File: src/verilog/sldcr_pkg.sv
// Package: register map, field positions and reset values of the loop delay config slice
package sldcr_pkg;

	// Register count and data width
	localparam int SLDCR_NREG = 5;
	localparam int SLDCR_DW = 8;

	// Register indices inside the slice
	localparam int SLDCR_IDX_BLEED_CTRL = 0;
	localparam int SLDCR_IDX_BLEED_HIGH = 1;
	localparam int SLDCR_IDX_INV_FBDEL = 2;
	localparam int SLDCR_IDX_IOLVL_REFDEL = 3;
	localparam int SLDCR_IDX_AMP_PD = 4;

	// Register offsets on the serial register port
	localparam logic [7:0] SLDCR_OFS_BLEED_CTRL = 8'h15;
	localparam logic [7:0] SLDCR_OFS_BLEED_HIGH = 8'h16;
	localparam logic [7:0] SLDCR_OFS_INV_FBDEL = 8'h17;
	localparam logic [7:0] SLDCR_OFS_IOLVL_REFDEL = 8'h18;
	localparam logic [7:0] SLDCR_OFS_AMP_PD = 8'h19;

	// Reset values
	localparam logic [7:0] SLDCR_RST_BLEED_CTRL = 8'h00;
	localparam logic [7:0] SLDCR_RST_BLEED_HIGH = 8'h00;
	localparam logic [7:0] SLDCR_RST_INV_FBDEL = 8'h00;
	localparam logic [7:0] SLDCR_RST_IOLVL_REFDEL = 8'h00;
	localparam logic [7:0] SLDCR_RST_AMP_PD = 8'h04;
	localparam logic [7:0] SLDCR_RDATA_UNMAPPED = 8'h00;

	// Offset and reset tables, in index order
	localparam logic [7:0] SLDCR_OFS_TABLE [SLDCR_NREG] = '{
		SLDCR_OFS_BLEED_CTRL, SLDCR_OFS_BLEED_HIGH, SLDCR_OFS_INV_FBDEL,
		SLDCR_OFS_IOLVL_REFDEL, SLDCR_OFS_AMP_PD};
	localparam logic [7:0] SLDCR_RST_TABLE [SLDCR_NREG] = '{
		SLDCR_RST_BLEED_CTRL, SLDCR_RST_BLEED_HIGH, SLDCR_RST_INV_FBDEL,
		SLDCR_RST_IOLVL_REFDEL, SLDCR_RST_AMP_PD};

	// Field positions, bleed control register
	localparam int SLDCR_BLEED_LO_MSB = 7;
	localparam int SLDCR_BLEED_LO_LSB = 6;
	localparam int SLDCR_BLEED_POLARITY_BIT = 5;
	localparam int SLDCR_BLEED_EN_BIT = 4;
	localparam int SLDCR_PUMP_I_MSB = 3;
	localparam int SLDCR_PUMP_I_LSB = 0;
	localparam int SLDCR_BLEED_W = 10;

	// Field positions, invert / delay registers
	localparam int SLDCR_INV_BIT = 7;
	localparam int SLDCR_IOLVL_BIT = 7;
	localparam int SLDCR_DELAY_MSB = 6;
	localparam int SLDCR_DELAY_W = 7;

	// Field positions, amplitude / power-down register
	localparam int SLDCR_RSV_MSB = 7;
	localparam int SLDCR_RSV_LSB = 6;
	localparam int SLDCR_AMP_MSB = 5;
	localparam int SLDCR_AMP_LSB = 4;
	localparam int SLDCR_OSC_MUX_DIVIDER_POWERDOWN_BIT = 3;
	localparam int SLDCR_REF_DETECTOR_POWERDOWN_BIT = 2;
	localparam int SLDCR_TEMP_CONVERTER_POWERDOWN_BIT = 1;
	localparam int SLDCR_PD_CALDAC_BIT = 0;

	// Width of the double-buffered bundle: bleed, invert, two delays
	localparam int SLDCR_DBUF_W = SLDCR_BLEED_W + 1 + 2 * SLDCR_DELAY_W;

endpackage

File: src/verilog/sldcr_dbuf_stage.sv
// Active copy of double-buffered fields, loaded immediately or on commit
`timescale 1ns/100ps
`default_nettype none
module sldcr_dbuf_stage
	import sldcr_pkg::*;
#(
	parameter int WIDTH = SLDCR_DBUF_W
)
(
	// Clock and reset
	input wire logic i_sys_clk,
	input wire logic i_rst_n,
	// Staged value and load strobe
	input wire logic [WIDTH-1:0] i_stage,
	input wire logic i_load,
	// Value steering the analog blocks
	output logic [WIDTH-1:0] o_active
);

	// Refuse a zero-width stage
	if (WIDTH < 1)
	begin : g_bad_width
		$error("sldcr_dbuf_stage: WIDTH must be at least 1");
	end

	// Active copy; reset value is all zero like the staged registers
	always_ff @(posedge i_sys_clk or negedge i_rst_n)
	begin
		if (!i_rst_n)
			o_active <= '0;
		else if (i_load)
			o_active <= i_stage;
	end

endmodule
`default_nettype wire

File: src/verilog/sldcr_regs.sv
// Loop delay and output configuration registers of the clock synthesizer
`timescale 1ns/100ps
`default_nettype none
module sldcr_regs
	import sldcr_pkg::*;
(
	// Clock and asynchronous active-low reset
	input wire logic i_sys_clk,
	input wire logic i_resetn,
	// Register port from the serial interface engine
	input wire logic [7:0] i_reg_addr,
	input wire logic i_reg_wr,
	input wire logic [7:0] i_reg_wdata,
	input wire logic i_reg_rd,
	output logic [7:0] o_reg_rdata,
	output logic o_reg_rvalid,
	// Double-buffer control from the serial interface engine
	input wire logic i_dbuf_enable,
	input wire logic i_dbuf_commit,
	// Charge-pump controls
	output logic [3:0] o_pump_current_select,
	output logic [9:0] o_bleed_current,
	output logic o_bleed_polarity,
	output logic o_bleed_enable,
	// Delay and output controls
	output logic o_output_invert,
	output logic [6:0] o_feedback_delay,
	output logic [6:0] o_reference_delay,
	output logic o_io_logic_level,
	output logic [1:0] o_output_amplitude,
	// Block power-downs and reserved bits
	output logic o_osc_mux_divider_powerdown,
	output logic o_ref_detector_powerdown,
	output logic o_temp_converter_powerdown,
	output logic o_caldac_powerdown,
	output logic [1:0] o_reserved_amp_reg_bits
);

	// Synchronised reset: stage and usable copy
	logic rst_meta_n;
	logic rst_n;

	// Staged register contents, what software wrote
	logic [7:0] reg_q [SLDCR_NREG];

	// Per-register write hit
	logic [SLDCR_NREG-1:0] wr_hit;

	// Read decode
	logic rd_any_hit;
	logic [7:0] rd_value;

	// Double-buffer bundle: staged and active
	logic [SLDCR_DBUF_W-1:0] dbuf_stage;
	logic [SLDCR_DBUF_W-1:0] dbuf_active;
	logic dbuf_load;

	// Register fields before the buffer
	logic [9:0] stage_bleed;
	logic stage_invert;
	logic [6:0] stage_fb_delay;
	logic [6:0] stage_ref_delay;

	// Address match, used by write and read decode
	function automatic logic sldcr_hit(input logic [7:0] addr, input logic [7:0] ofs);
		sldcr_hit = (addr == ofs);
	endfunction

	// Reset release through two flip-flops
	always_ff @(posedge i_sys_clk or negedge i_resetn)
	begin
		if (!i_resetn)
		begin
			rst_meta_n <= 1'b0;
			rst_n <= 1'b0;
		end
		else
		begin
			rst_meta_n <= 1'b1;
			rst_n <= rst_meta_n;
		end
	end

	// One storage register per offset
	for (genvar gi = 0; gi < SLDCR_NREG; gi++)
	begin : g_reg
		// Write strobe for this offset
		assign wr_hit[gi] = i_reg_wr && sldcr_hit(i_reg_addr, SLDCR_OFS_TABLE[gi]);

		// Whole byte stored; reserved bits kept as written
		always_ff @(posedge i_sys_clk or negedge rst_n)
		begin
			if (!rst_n)
				reg_q[gi] <= SLDCR_RST_TABLE[gi];
			else if (wr_hit[gi])
				reg_q[gi] <= i_reg_wdata;
		end
	end

	// Read mux over the offsets, unmapped reads zero
	always_comb
	begin
		rd_any_hit = 1'b0;
		rd_value = SLDCR_RDATA_UNMAPPED;
		for (int ri = 0; ri < SLDCR_NREG; ri++)
		begin
			if (sldcr_hit(i_reg_addr, SLDCR_OFS_TABLE[ri]))
			begin
				rd_any_hit = 1'b1;
				rd_value = reg_q[ri];
			end
		end
	end

	// Read data registered, one cycle after the read strobe
	always_ff @(posedge i_sys_clk or negedge rst_n)
	begin
		if (!rst_n)
		begin
			o_reg_rdata <= SLDCR_RDATA_UNMAPPED;
			o_reg_rvalid <= 1'b0;
		end
		else
		begin
			o_reg_rvalid <= i_reg_rd;
			if (i_reg_rd)
				o_reg_rdata <= rd_any_hit ? rd_value : SLDCR_RDATA_UNMAPPED;
		end
	end

	// Bleed current: low pair in control reg, upper byte next
	assign stage_bleed = {reg_q[SLDCR_IDX_BLEED_HIGH],
		reg_q[SLDCR_IDX_BLEED_CTRL][SLDCR_BLEED_LO_MSB:SLDCR_BLEED_LO_LSB]};
	// Invert and delay fields
	assign stage_invert = reg_q[SLDCR_IDX_INV_FBDEL][SLDCR_INV_BIT];
	assign stage_fb_delay = reg_q[SLDCR_IDX_INV_FBDEL][SLDCR_DELAY_MSB:0];
	assign stage_ref_delay = reg_q[SLDCR_IDX_IOLVL_REFDEL][SLDCR_DELAY_MSB:0];
	assign dbuf_stage = {stage_bleed, stage_invert, stage_fb_delay, stage_ref_delay};

	// Follow writes unless buffering held; commit copies all at once
	assign dbuf_load = !i_dbuf_enable || i_dbuf_commit;

	// Active copy of the double-buffered fields
	sldcr_dbuf_stage #(
		.WIDTH(SLDCR_DBUF_W)
	) u_dbuf (
		.i_sys_clk(i_sys_clk),
		.i_rst_n(rst_n),
		.i_stage(dbuf_stage),
		.i_load(dbuf_load),
		.o_active(dbuf_active)
	);

	// Double-buffered outputs
	assign o_bleed_current = dbuf_active[SLDCR_DBUF_W-1 -: SLDCR_BLEED_W];
	assign o_output_invert = dbuf_active[2*SLDCR_DELAY_W];
	assign o_feedback_delay = dbuf_active[2*SLDCR_DELAY_W-1 -: SLDCR_DELAY_W];
	assign o_reference_delay = dbuf_active[SLDCR_DELAY_W-1:0];

	// Directly applied controls from the bleed control register
	assign o_pump_current_select = reg_q[SLDCR_IDX_BLEED_CTRL][SLDCR_PUMP_I_MSB:SLDCR_PUMP_I_LSB];
	assign o_bleed_polarity = reg_q[SLDCR_IDX_BLEED_CTRL][SLDCR_BLEED_POLARITY_BIT];
	assign o_bleed_enable = reg_q[SLDCR_IDX_BLEED_CTRL][SLDCR_BLEED_EN_BIT];

	// I/O level: 0 selects 1.8 V, 1 selects 3.3 V
	assign o_io_logic_level = reg_q[SLDCR_IDX_IOLVL_REFDEL][SLDCR_IOLVL_BIT];

	// Amplitude and power-down controls
	assign o_output_amplitude = reg_q[SLDCR_IDX_AMP_PD][SLDCR_AMP_MSB:SLDCR_AMP_LSB];
	assign o_osc_mux_divider_powerdown = reg_q[SLDCR_IDX_AMP_PD][SLDCR_OSC_MUX_DIVIDER_POWERDOWN_BIT];
	assign o_ref_detector_powerdown = reg_q[SLDCR_IDX_AMP_PD][SLDCR_REF_DETECTOR_POWERDOWN_BIT];
	assign o_temp_converter_powerdown = reg_q[SLDCR_IDX_AMP_PD][SLDCR_TEMP_CONVERTER_POWERDOWN_BIT];
	assign o_caldac_powerdown = reg_q[SLDCR_IDX_AMP_PD][SLDCR_PD_CALDAC_BIT];
	assign o_reserved_amp_reg_bits = reg_q[SLDCR_IDX_AMP_PD][SLDCR_RSV_MSB:SLDCR_RSV_LSB];
endmodule
`default_nettype wire

File: config.mk
export PLATFORM = sky130hd
export DESIGN_NAME = sldcr_regs
export DESIGN_NICKNAME = d
export VERILOG_FILES = /design/src/verilog/sldcr_pkg.sv /design/src/verilog/sldcr_dbuf_stage.sv /design/src/verilog/sldcr_regs.sv
export SDC_FILE = /design/constraint.sdc
export NUM_CORES = 1
export LEC_CHECK = 0
export BUFFER_PORTS_ARGS = -buffer_cell sky130_fd_sc_hd__buf_4
export CAP_MARGIN = 20
export CORE_UTILIZATION = 40
export CTS_BUF_LIST = sky130_fd_sc_hd__clkbuf_16
export CTS_CLUSTER_DIAMETER = 150
export DETAILED_ROUTE_END_ITERATION = 6
export HOLD_SLACK_MARGIN = 0.03
export PLACE_DENSITY_LB_ADDON = 0.12
export SYNTH_ARGS = -nofsm -noshare
export SYNTH_HDL_FRONTEND = slang
export SYNTH_SLANG_ARGS = --single-unit
File: constraint.sdc
create_clock -name i_sys_clk -period 4.3 [get_ports i_sys_clk]
set_clock_uncertainty 0.2 [all_clocks]
set_input_delay 0.43 -clock i_sys_clk [delete_from_list [all_inputs] [get_ports i_sys_clk]]
set_output_delay 0.43 -clock i_sys_clk [all_outputs]
set_load 0.1 [all_outputs]
# --- Word level (Yosys, flattened, before mapping) ---
# Index checks and enable logic that the tools add are counted.
totals:
  ff_bits: 76
  inputBits: 22
  output_inout_bits: 49
  wordCells: 33
classes:
  n_eq_ne: 5
  mux: 11
  reduce_logical: 7
op_table:
  columns: ["op", "n"]
  rows:
  - ["8-bit 2-to-1 mux", 6]
  - ["8-bit by 5-bit equality test with 1-bit output (second input constant)", 5]
  - ["1-bit logical AND", 5]
  - ["1-bit 2-to-1 mux", 5]
  - ["1-bit logical NOT", 1]
  - ["1-bit logical OR", 1]

# --- Longest topological paths before layout ---
# Gate-level depths: netlist of the first run.
depth:
  ltp_word: 7
  ltp_mapped: 6
  depth_no_buf: 4

# --- Modules after synthesis ---
# Synthesis of the first run repeated with hierarchy kept, for this count alone.
unflattened:
  hier_cells: 241
  area_unflattened_um2: 3455.8
by_module_without_submodules:
  columns: ["module", "n_inst", "cells_each", "area_per_inst_um2"]
  rows:
  - ["sldcr_regs", 1, 188, 2422.3]
  - ["sldcr_dbuf_stage", 1, 53, 1033.5]

# --- Worst setup path before layout of the first run ---
# Ideal clock, no wire load.
synth_timing:
  kind: "register -> register"
  start: "register reg_q (netlist bit o_io_logic_level)"
  end: "register o_reg_rdata[7]"
  arrival_ns: 1.625
  t_required_ns: 3.962
  slack_ns: 2.337
  path_stages_with_launch: 5
  cell_sequence: "dfrtp_1 -> and2b_1 -> a221o_1 -> a221oi_2 -> o32ai_1"
synth_via:
  elab_chain_len: 3
synth_rtl:
  columns: ["element", "line_no", "source"]
  rows:
  - ["start: declaration", "sldcr_regs.sv:44", "logic [7:0] reg_q [SLDCR_NREG];"]
  - ["start signal: indexed assignment", "sldcr_regs.sv:94", "reg_q[gi] <= SLDCR_RST_TABLE[gi];"]
  - ["start signal: indexed assignment", "sldcr_regs.sv:96", "reg_q[gi] <= i_reg_wdata;"]
  - ["8-bit 2-to-1 mux (2 in a row)", "sldcr_regs.sv:107", "if (sldcr_hit(i_reg_addr, SLDCR_OFS_TABLE[ri]))"]
  - ["8-bit 2-to-1 mux", "sldcr_regs.sv:127", "o_reg_rdata <= rd_any_hit ? rd_value : SLDCR_RDATA_UNMAPPED;"]
  - ["end signal: assignment", "sldcr_regs.sv:127", null]
  - ["end: declaration", "sldcr_regs.sv:15", "output logic [7:0] o_reg_rdata,"]
# No other way between the ends.
# A chain may end at the register's enable or synchronous reset.

# --- Final worst setup path of the first run ---
layout_timing:
  start: "input i_reg_addr[3]"
  end: "register reg_q (netlist bit dbuf_stage[17])"
layout_via:
  elab_chain_len: 2
layout_rtl:
  columns: ["element", "line_no", "source"]
  rows:
  - ["start: declaration", "sldcr_regs.sv:11", "input wire logic [7:0] i_reg_addr,"]
  - ["8-bit by 5-bit equality test with 1-bit output", "sldcr_regs.sv:66", "sldcr_hit = (addr == ofs);"]
  - ["1-bit logical AND", "sldcr_regs.sv:88", "assign wr_hit[gi] = i_reg_wr && sldcr_hit(i_reg_addr, SLDCR_OFS_TABLE[gi]);"]
# No other way between the ends.

==> metrics.md, run 1 <==
| Metric | Value |
|---|---|
| Worst slack at placement | `2030 ps` |
| Post-synth top area share | `56.9%` |
| Synth cell count leaders | `dfrtp_1, mux2_2, inv_1` |
| First-pass GRT wire length | `~12000 um` |
| HP Start | `i_reg_rd` |
| CTS buffer count | `9` |
| Critical path origin | `i_reg_addr[3]` |
| Crit-path max cell delay | `520 ps` |
| Die area | `8620 um2` |
| Max VDD drop | `0.000290 V` |
| Max-cap violations | `0` |
| Synth-to-Final Area Change | `28.6%` |
| 1st-iter DRT viols | `51` |
| Area contributors post-synth | `dfrtp_1, mux2_2, a221oi_2` |
| Crit Path Max Fanout | `8` |
| Worst Path Arrival | `1910 ps` |
| FF+latch count, synth | `76` |
| Port Buf Inserts | `70` |
| Yosys warns | `0` |
| Pwr Density | `around 450 nW/um2` |
| Later-pin clock latency in the skew report | `320 ps` |
| Crit end category | `register` |
| Crit-path cells | `buf_4, and2b_1, and3_1, nand2_2, mux2_2` |
| Post-synth EDFFs | `0` |
| Vias in the first global route | `approximately 2100` |
| Unrepaired setup endpoints after global routing | `false` |
| HPWL Detailed | `4990 um` |
| Fmax | `524 MHz` |
| Startpoint types | `input port` |
| Clk sinks | `between 70 and 80` |
| Syn nets | `~250` |
| Total gr overflow | `0` |
| Min Clock Period, post-route | `between 1500 and 2000 ps` |
| Leak pwr | `around 0.0022 uW` |
| Largest net degree at the start of global routing | `42` |
| # setup viols final | `0` |
| Endpoints failing hold | `0` |
| Reg clk slew, reported paths | `about 60 ps` |
| Hold/Removal Path Class | `input port to register` |
| Ports | `71` |
| # fillers | `slightly above 700` |
| Antenna viol nets, final | `0` |
| Prevailing post-synth register cell | `dfrtp_1` |
| DRC violations left | `0` |
| WL per Instance | `~18 um` |
| Antenna cells | `0` |
| Slowest-stage cell, CP | `and3_1` |
| GRT Resource Usage Total | `between 10% and 20%` |
| Fraction of layout cells with a size suffix above 1 | `55.6%` |
| Sequential-to-total area share from yosys stat | `between 50% and 60%` |
| Root Buffer Master | `clkbuf_16` |
| Final Net Count | `approximately 320` |
| CTS Buffer Depth | `2` |
| Fin worst setup slack | `2390 ps` |
| Avg Cell Area, Syn | `14.6 um2` |
| Die Y | `between 90 and 100 um` |
| Req. time, crit path | `4310 ps` |
| Synth cell types | `33` |
| Fin crit share | `44.4%` |
| Area leader, netlist | `dfrtp_1` |
| Worst slew pin tran | `slightly below 800 ps` |
| Relative slew slack | `48.3%` |
| Post-Route WL | `7380 um` |
| CTS tree | `built` |
| Placer Congestion | `around 0.76` |
| Total number of vias | `2079` |
| Critical Setup Path Class | `input port to register` |
| Synthesized area | `3300 um2` |
| DR pass1 iterations | `5` |
| Status | `finished clean` |
| Htree depth | `3` |
| Top-count cell post-synth | `dfrtp_1` |
| Post-CTS Repair Setup Buffers | `0` |
| Vias per cell | `5.12` |
| Final Slew Violations | `0` |
| Die width | `92.8 um` |
| Async SR Flop Fraction | `100%` |
| Initial Utilization | `about 42%` |
| Core Box Area | `just under 8000 um2` |
| Syn Inst Count | `226` |
| Initial antenna violation count | `0` |
| Reg2reg start | `rst_n` |
| Rows | `32` |
| Post-Route Setup TNS | `0 ps` |
==> cell usage in the layout, fill, tap and decap left out, types with 7 or more instances in the layout <==
master	n
a221o_1	7
inv_1	11
o32ai_1	7
a221oi_2	7
dfrtp_1	74
buf_4	73
mux2_2	65
nor2_1	7
and2b_1	7
clkbuf_16	9
==> path summary, 6_finish.rpt <==
path	endpoint	slack (ps)	cells past startpoint
min in group asynchronous	u_dbuf.o_active[17]	150	0
min reg2reg	u_dbuf.o_active[17]	150	0
max	dbuf_stage[17]	2390	5
max in group asynchronous	o_output_amplitude[1]	2740	1
min	o_reg_rvalid	130	1
max reg2reg	o_output_amplitude[1]	2740	1
==> sequential cells by signal (all words and copies together), names as in the netlist <==
| signal | count |
|---|---|
| o_pump_current_select | 4 |
| o_output_amplitude | 2 |
| o_reg_rvalid | 1 |
| o_caldac_powerdown | 1 |
| rst_meta_n | 1 |
| o_bleed_polarity | 1 |
| dbuf_stage | 25 |
| rst_n | 1 |
| o_io_logic_level | 1 |
| o_reserved_amp_reg_bits | 2 |
| u_dbuf.o_active | 25 |
| o_temp_converter_powerdown | 1 |
| o_osc_mux_divider_powerdown | 1 |
| o_ref_detector_powerdown | 1 |
| o_bleed_enable | 1 |
| o_reg_rdata | 8 |
==> worst max-delay path: cells and delay by family <==
family                 cells  cell delay, ps
and+or+nand+nor            3            1030
muxes                      1             330
buffers and inverters      1             120
==> what timing repair did <==
action / CTS / global route
hold buffers: 1 / 0
resized for setup: 0 / 0
hold endpoints to repair: 2 / 0
endpoints found under the setup margin: 0 / 0
==> report_power, final <==
group          internal, uW  switching (uW)  total (uW)  leakage, uW
Sequential              748            29.6         777      0.00104
Clock                   560             278         838     0.000172
Combinational          74.8             199         274     0.000961
==> cell families after synthesis <==
group / count (synthesis) / synth area share, %
flops: 76 / 57.7
mux: 67 / 22.8
simple gates: 33 / 7.47
compound gates: 28 / 8.49
buf+inv: 21 / 3.45
other cells: 1 / 0.114
==> metal layers <==
metal	routed length [um]	share of wire (%)	global-route usage [%]
met1	3530	48	25.8
met2	3580	49	29.6
met3	207	2.8	2.96
met4	65	0.88	6.54
met5	0	0	0
==> cell type report <==
cell class | instances | area [um2] | area share [%]
flip-flops and latches | 76 | 1900 | 44.9
multi-input cells | 129 | 1280 | 30.3
repair buffers | 74 | 558 | 13.2
clock buffers | 9 | 225 | 5.31
well taps | 102 | 128 | 3.01
clock inverters | 7 | 108 | 2.54
inverters | 9 | 33.8 | 0.796
==> metrics by stage <==
stage | hold WS [ps] | instance area, um2 | cells | power [uW] | utilization (%)
after CTS | 123 | 4240 | 406 | 1910 | 54.0
after detailed placement | 13.1 | 3900 | 389 | 1070 | 49.7
final | 126 | 4240 | 406 | 1890 | 54.0
after floorplan | -65.6 | 3300 | 226 | 990 | -
after global placement | 12.5 | 3900 | 389 | 1060 | 49.7
after global routing | 119 | 4240 | 406 | 1960 | 54.0
No activity file was read; power rests on OpenSTA's default activity.
==> run 2, diff against run 1 <==
- clock period: 4.3 -> 2 ns (I/O delays scaled with it)
==> run 2 against run 1 <==
Compared with the run above:
- clock power is 110% higher
- register-to-register slack worse by 2300 ps
- largest power group unchanged
- global-route usage increased by 1.4 points
- count of clock-buffer cells in the layout stayed put
- non-clock buffer count is 17 higher
- first-iteration DRC count rose by 82%
- wire length grew 7.0%
- sequential cell count did not move
- worst hold slack lost 100 ps
- final cell count up 4.2%
==> metrics.md, run 2 (synthesis gave the netlist of run 1 again) <==
| Metric | Value |
|---|---|
| Status | `finished clean (unchanged)` |
| Met3 Wirelength | `308 um (was 207 um)` |
| Reg clk slew, reported paths | `60 ps (about the same)` |
| Metal-1 WL | `3690 um (was 3530 um)` |
| Final Net Count | `338 (was 321)` |
| Vias in the first global route | `2311 (was 2119)` |
| Hold/Removal Path Class | `register to async pin (was input port to register)` |
| Die Y | `92.8 um (unchanged)` |
| GRT Resource Usage Total | `20.0% (was 18.6%)` |
| Root Buffer Master | `clkbuf_16 (unchanged)` |
| CTS buffer count | `9 (unchanged)` |
| Final Slew Violations | `0 (unchanged)` |
| Pwr Density | `914 nW/um2 (was 446 nW/um2)` |
| Initial Utilization | `42.0% (unchanged)` |
| Die width | `92.8 um (unchanged)` |
| Met2 wire length | `3720 um (was 3580 um)` |
| First-pass GRT wire length | `12800 um (was 11800 um)` |
| Initial antenna violation count | `0 (unchanged)` |
| Fmax | `621 MHz` |
| 1st-iter DRT viols | `93 (was 51)` |
| Fraction of layout cells with a size suffix above 1 | `55.1% (was 55.6%)` |
| # setup viols final | `0 (unchanged)` |
| Startpoint types | `input port (unchanged)` |
| Unrepaired setup endpoints after global routing | `false (unchanged)` |
| CTS tree | `built (unchanged)` |
| Most frequent cells in the layout | `buf_4, dfrtp_1, mux2_2 (was dfrtp_1, buf_4, mux2_2)` |
| Post-Route WL | `7900 um (was 7380 um)` |
| Core Box Area | `7850 um2 (unchanged)` |
| Rows | `32 (unchanged)` |
| Max-cap violations | `0 (unchanged)` |
| Top delay family on crit path | `buffers and inverters (was simple AND/OR/NAND/NOR gates)` |
| Total power | `4010 uW (was 1890 uW)` |
| Critical Setup Path Class | `input port to register (unchanged)` |
| Total gr overflow | `0 (unchanged)` |
| # fillers | `695 (was 706)` |
| Placer Congestion | `0.775 (was 0.756)` |
| Cells after DPL | `396 (was 389)` |
| Top layer in use | `met4 (unchanged)` |
| DR pass1 iterations | `4 (was 5)` |
| Fin cells | `423 (was 406)` |
| Post-Route Setup TNS | `0 ps (unchanged)` |
| HPWL Detailed | `5370 um (was 4990 um)` |
| Slowest-stage cell, CP | `dlygate4sd3_1 (was and3_1)` |
| Crit Path Max Fanout | `10 (was 8)` |
| Port Buf Inserts | `70 (unchanged)` |
| Worst Path Arrival | `1640 ps (was 1910 ps)` |
| WL per Instance | `18.7 um (was 18.2 um)` |
| Crit-path max cell delay | `530 ps (was 520 ps)` |
| Final core utilization | `55.9% (was 54.0%)` |
| Most common cell after layout, fill and taps aside | `buf_4 (was dfrtp_1)` |
| CTS Buffer Depth | `2 (unchanged)` |
| Max VDD drop | `0.000570 V (was 0.000290 V)` |
| Htree depth | `3 (unchanged)` |
| Later-pin clock latency in the skew report | `340 ps (was 320 ps)` |
| Antenna viol nets, final | `0 (unchanged)` |
| DRC violations left | `0 (unchanged)` |
| Vias per cell | `5.26 (was 5.12)` |
| Total number of vias | `2227 (was 2079)` |
| Crit end category | `register (unchanged)` |
| Clk sinks | `76 (unchanged)` |
| Buf+Inv Stages, Crit Path | `2 (was 1)` |
| Ports | `71 (unchanged)` |
| Fin crit share | `80.5%` |
| Crit-path cells | `dlygate4sd3_1, buf_4, nand2_1, a21o_1, o32ai_1 (was buf_4, and2b_1, and3_1, nand2_2, mux2_2)` |
| Die area | `8620 um2 (unchanged)` |
| Fin area | `4390 um2 (was 4240 um2)` |
| Antenna cells | `0 (unchanged)` |
| Req. time, crit path | `2030 ps (was 4310 ps)` |
| Largest net degree at the start of global routing | `40 (was 42)` |
| Leak pwr | `0.00224 uW (was 0.00217 uW)` |
| Endpoints failing hold | `0 (unchanged)` |
| Min Clock Period, post-route | `1610 ps` |
| Synth-to-Final Area Change | `33.0% (was 28.6%)` |
| Cell area after placement | `3960 um2 (was 3900 um2)` |
==> run 2: worst paths after layout <==
kind	from	endpoint	slack (ps)	cells past startpoint
setup / recovery	i_reg_rd	o_reg_rdata[6]	390	5
hold / removal	rst_n	u_dbuf.o_active[17]	20	0
setup reg to reg	dbuf_stage[6]	o_reg_rdata[6]	450	4
hold reg to reg	rst_n	u_dbuf.o_active[17]	20	0
max in group asynchronous	i_resetn	rst_n	940	3
min in group i_sys_clk	i_reg_addr[0]	o_reg_rdata[0]	140	4
==> run 2: cell type report <==
type | instances | area (um2) | share of cell area [%]
Clock buffer | 9 | 225 | 5.13
Clock inverter | 7 | 90.1 | 2.05
Inverter | 9 | 33.8 | 0.770
Multi-Input combinational cell | 129 | 1280 | 29.3
Sequential cell | 76 | 1900 | 43.4
Tap cell | 102 | 128 | 2.91
Timing Repair Buffer | 91 | 723 | 16.5
==> run 2: report_power, final <==
part / internal, uW / leakage (uW) / total [uW] / switching (uW)
combinational: 182 / 0.00104 / 626 / 443
sequential: 1610 / 0.00104 / 1660 / 56.4
clock: 1090 / 0.000157 / 1720 / 635
==> run 2: layer usage <==
layer	vias up	GRT usage [%]
met1	1153	26.6
met4	0	9.74
li1	1001	-
met2	60	31.0
met5	-	0
met3	13	4.02
==> run 2: timing repair <==
action | 4_1_cts | 5_1_grt
endpoints found under the hold margin | 51 | 0
resized for setup | 0 | 0
setup buffers | 0 | 0
hold buffers | 11 | 0
==> run 2: worst register-to-register path, stage by stage (launching register included) <==
cell,delay (ps)
dfrtp_1,400
and2b_1,170
a221o_1,360
a221oi_2,180
o32ai_1,130
==> run 2: through the flow <==
step	setup slack (ps)	hold slack, ps
after floorplan	37.1	-296
after global placement	90.9	-218
after detailed placement	57.4	-216
after CTS	391	52.3
after global routing	297	71.3
final	389	24.0
==> run 3, diff against run 2 <==
- ABC_AREA: unset -> 1
- clock period: 2 -> 1.3 ns (I/O delays scaled with it)
==> run 3 against run 2 <==
Compared with the run above:
- the run now ends with setup timing left
- via count increased by 19%
- clock power increased by 53%
- setup slack got worse by 560 ps
- sequential power increased by 58%
- global-route usage increased by 2.4 points
- critical path depth decreased by 4
- non-clock buffer count increased by 8
- count of clock-buffer cells in the layout unchanged
- largest power group unchanged
- highest routed layer unchanged
==> metrics.md, run 3 <==
| Metric | Value |
|---|---|
| Status | `finished, violations left (was finished clean)` |
| Failing checks | `setup timing` |
| Slowest-stage cell, CP | `dfstp_4 (was dlygate4sd3_1)` |
| Pwr Density | `1280 nW/um2 (was 914 nW/um2)` |
| Top delay family on crit path | `flip-flops (was buffers and inverters)` |
| Initial antenna violation count | `0 (unchanged)` |
| Clk sinks | `76 (unchanged)` |
| Critical Setup Path Class | `register to output pin (was input port to register)` |
| Placer Congestion | `0.837 (was 0.775)` |
| DR pass1 iterations | `4 (unchanged)` |
| CTS tree | `built (unchanged)` |
| Async SR Flop Fraction | `100% (unchanged)` |
| Fin cells | `531 (was 423)` |
| Hold/Removal Path Class | `input port to register (was register to async pin)` |
| Syn nets | `347 (was 248)` |
| First-pass GRT wire length | `14500 um (was 12800 um)` |
| Prevailing post-synth register cell | `dfrtp_1 (unchanged)` |
| Yosys warns | `0 (unchanged)` |
| Cells after DPL | `506 (was 396)` |
| Synth cell types | `27 (was 33)` |
| Syn Inst Count | `325 (was 226)` |
| Port Buf Inserts | `70 (unchanged)` |
| Core Box Area | `8260 um2 (was 7850 um2)` |
| Synthesized area | `3430 um2 (was 3300 um2)` |
| Initial Utilization | `41.5% (was 42.0%)` |
| Req. time, crit path | `970 ps (was 2030 ps)` |
| Total number of vias | `2646 (was 2227)` |
| Largest net degree at the start of global routing | `33 (was 40)` |
| Vias in the first global route | `2649 (was 2311)` |
| Avg Cell Area, Syn | `10.5 um2 (was 14.6 um2)` |
| Synth cell count leaders | `dfrtp_1, nand2_1, nand3_1, o21ai_1, mux2_2 (was dfrtp_1, mux2_2, inv_1)` |
| 1st-iter DRT viols | `92 (was 93)` |
| Root Buffer Master | `clkbuf_16 (unchanged)` |
| Leak pwr | `0.00234 uW (was 0.00224 uW)` |
| Fraction of layout cells with a size suffix above 1 | `53.1% (was 55.1%)` |
| Final Net Count | `443 (was 338)` |
| Max-cap violations | `0 (unchanged)` |
| Area contributors post-synth | `dfrtp_1, nand2_1, mux2_2 (was dfrtp_1, mux2_2, a221oi_2)` |
| CTS buffer count | `9 (unchanged)` |
| Reg2reg start | `o_pump_current_select[0] (was dbuf_stage[6])` |
| HPWL Detailed | `6600 um (was 5370 um)` |
| Post-synth EDFFs | `0 (unchanged)` |
| Total power | `6490 uW (was 4010 uW)` |
| Antenna viol nets, final | `0 (unchanged)` |
| Worst Path Arrival | `1150 ps (was 1640 ps)` |
| Crit end category | `output pin (was register)` |
| Critical path origin | `o_ref_detector_powerdown (was i_reg_rd)` |
| Total gr overflow | `0 (unchanged)` |
| Die area | `8950 um2 (was 8620 um2)` |
| Fmax | `678 MHz` |
| Sequential-to-total area share from yosys stat | `55.5% (was 57.7%)` |
| Worst slack at placement | `-266 ps (was 57.4 ps)` |
| Synth-to-Final Area Change | `47.4% (was 33.0%)` |
| Post-CTS Repair Setup Buffers | `0 (unchanged)` |
| Vias per cell | `4.98 (was 5.26)` |
| Area leader, netlist | `dfrtp_1 (unchanged)` |
| Fin worst setup slack | `-176 ps (was 389 ps)` |
| Reg clk slew, reported paths | `60 ps (about the same)` |
| Most common cell after layout, fill and taps aside | `nand2_1 (was buf_4)` |
| Max VDD drop | `0.000696 V (was 0.000570 V)` |
| Post-Route Setup TNS | `-467 ps (was 0 ps)` |
| Endpoints failing hold | `0 (unchanged)` |
| Crit-path cells | `buf_12 (was dlygate4sd3_1, buf_4, nand2_1, a21o_1, o32ai_1)` |
| Later-pin clock latency in the skew report | `330 ps (was 340 ps)` |
| Htree depth | `3 (unchanged)` |
| Rows | `33 (was 32)` |
| Final core utilization | `61.2% (was 55.9%)` |
| DRC violations left | `0 (unchanged)` |
| HP Start | `i_reg_wdata[4]` |
| Crit Path Max Fanout | `3 (was 10)` |
| FF+latch count, synth | `76 (unchanged)` |
| Post-Route WL | `8990 um (was 7900 um)` |
| Die Y | `94.6 um (was 92.8 um)` |
| Final Slew Violations | `0 (unchanged)` |
| GRT Resource Usage Total | `22.4% (was 20.0%)` |
| Most frequent cells in the layout | `nand2_1, dfrtp_2, buf_6 (was buf_4, dfrtp_1, mux2_2)` |
| Startpoint types | `register (was input port)` |
| Die width | `94.6 um (was 92.8 um)` |
| CTS Buffer Depth | `2 (unchanged)` |
| Fin crit share | `114%` |
| Unrepaired setup endpoints after global routing | `true (was false)` |
| Antenna cells | `0 (unchanged)` |
| WL per Instance | `16.9 um (was 18.7 um)` |
| Min Clock Period, post-route | `around 1500 ps` |
| Crit-path max cell delay | `640 ps (was 530 ps)` |
| Ports | `71 (unchanged)` |
| # setup viols final | `8 (was 0)` |
| Buf+Inv Stages, Crit Path | `1 (was 2)` |
| Post-synth top area share | `54.7% (was 56.9%)` |
[run 3: cell count changes in the layout (fill, tap and decap cells not counted), moves of 39 or more]
cell / delta
mux2_2: -42
dfrtp_2: +39
buf_4: -44
nand2_1: +65
buf_6: +40
dfrtp_1: -47
[run 3: power by group]
group,switching [uW],internal [uW]
sequential,117,2510
clock,971,1670
combinational,837,386
[run 3: cells by family (layout without fill, tap and decap cells)]
group                  after synthesis  count (layout)  synth area share, %
AND/OR/NAND/NOR                    143             143                 22.4
flip-flops                          76              76                 55.5
AO/OA/AOI/OAI                       49              49                 9.20
buffers and inverters               33             134                 5.18
multiplexers                        23              23                 7.55
other                                1               1                0.109
[run 3: final timing paths]
kind / endpoint / slack (ps) / depth (start not counted)
max: o_ref_detector_powerdown / -180 / 1
min: dbuf_stage[21] / 30 / 3
max reg2reg: o_reg_rdata[0] / 30 / 6
min reg2reg: u_dbuf.o_active[15] / 80 / 1
max in group asynchronous: rst_n / 310 / 3
min in group asynchronous: u_dbuf.o_active[15] / 80 / 1
[run 3: per-layer routing]
| metal | up-vias | part of all wire [%] | global-route usage (%) | wire length (um) |
|---|---|---|---|---|
| li1 | 1305 | - | - | - |
| met1 | 1265 | 46 | 30.2 | 4130 |
| met2 | 60 | 49 | 36.2 | 4390 |
| met3 | 16 | 3.1 | 3.22 | 282 |
| met4 | 0 | 2.1 | 9.22 | 188 |
| met5 | - | 0 | 0 | 0 |
[run 3: cell type report]
cell class | instances | area (um2)
well taps | 105 | 131
clock inverters | 7 | 91.3
inverters | 19 | 77.6
flip-flops and latches | 76 | 1990
clock buffers | 9 | 225
fillers | 709 | 3200
multi-input cells | 216 | 1440
repair buffers | 99 | 1100
[run 3: metrics by stage]
stage | instance area [um2] | hold slack [ps]
floorplan | 3580 | -366
global placement | 4360 | -285
detailed placement | 4360 | -287
CTS | 5020 | 41.5
global route | 5050 | 61.8
finish | 5050 | 32.0
[run 3: timing repair]
action,4_1_cts,5_1_grt
hold buffers,9,0
cloned,0,0
hold endpoints to repair,35,0
resized for setup,64,10
endpoints found under the setup margin,47,14
pin swaps,0,8
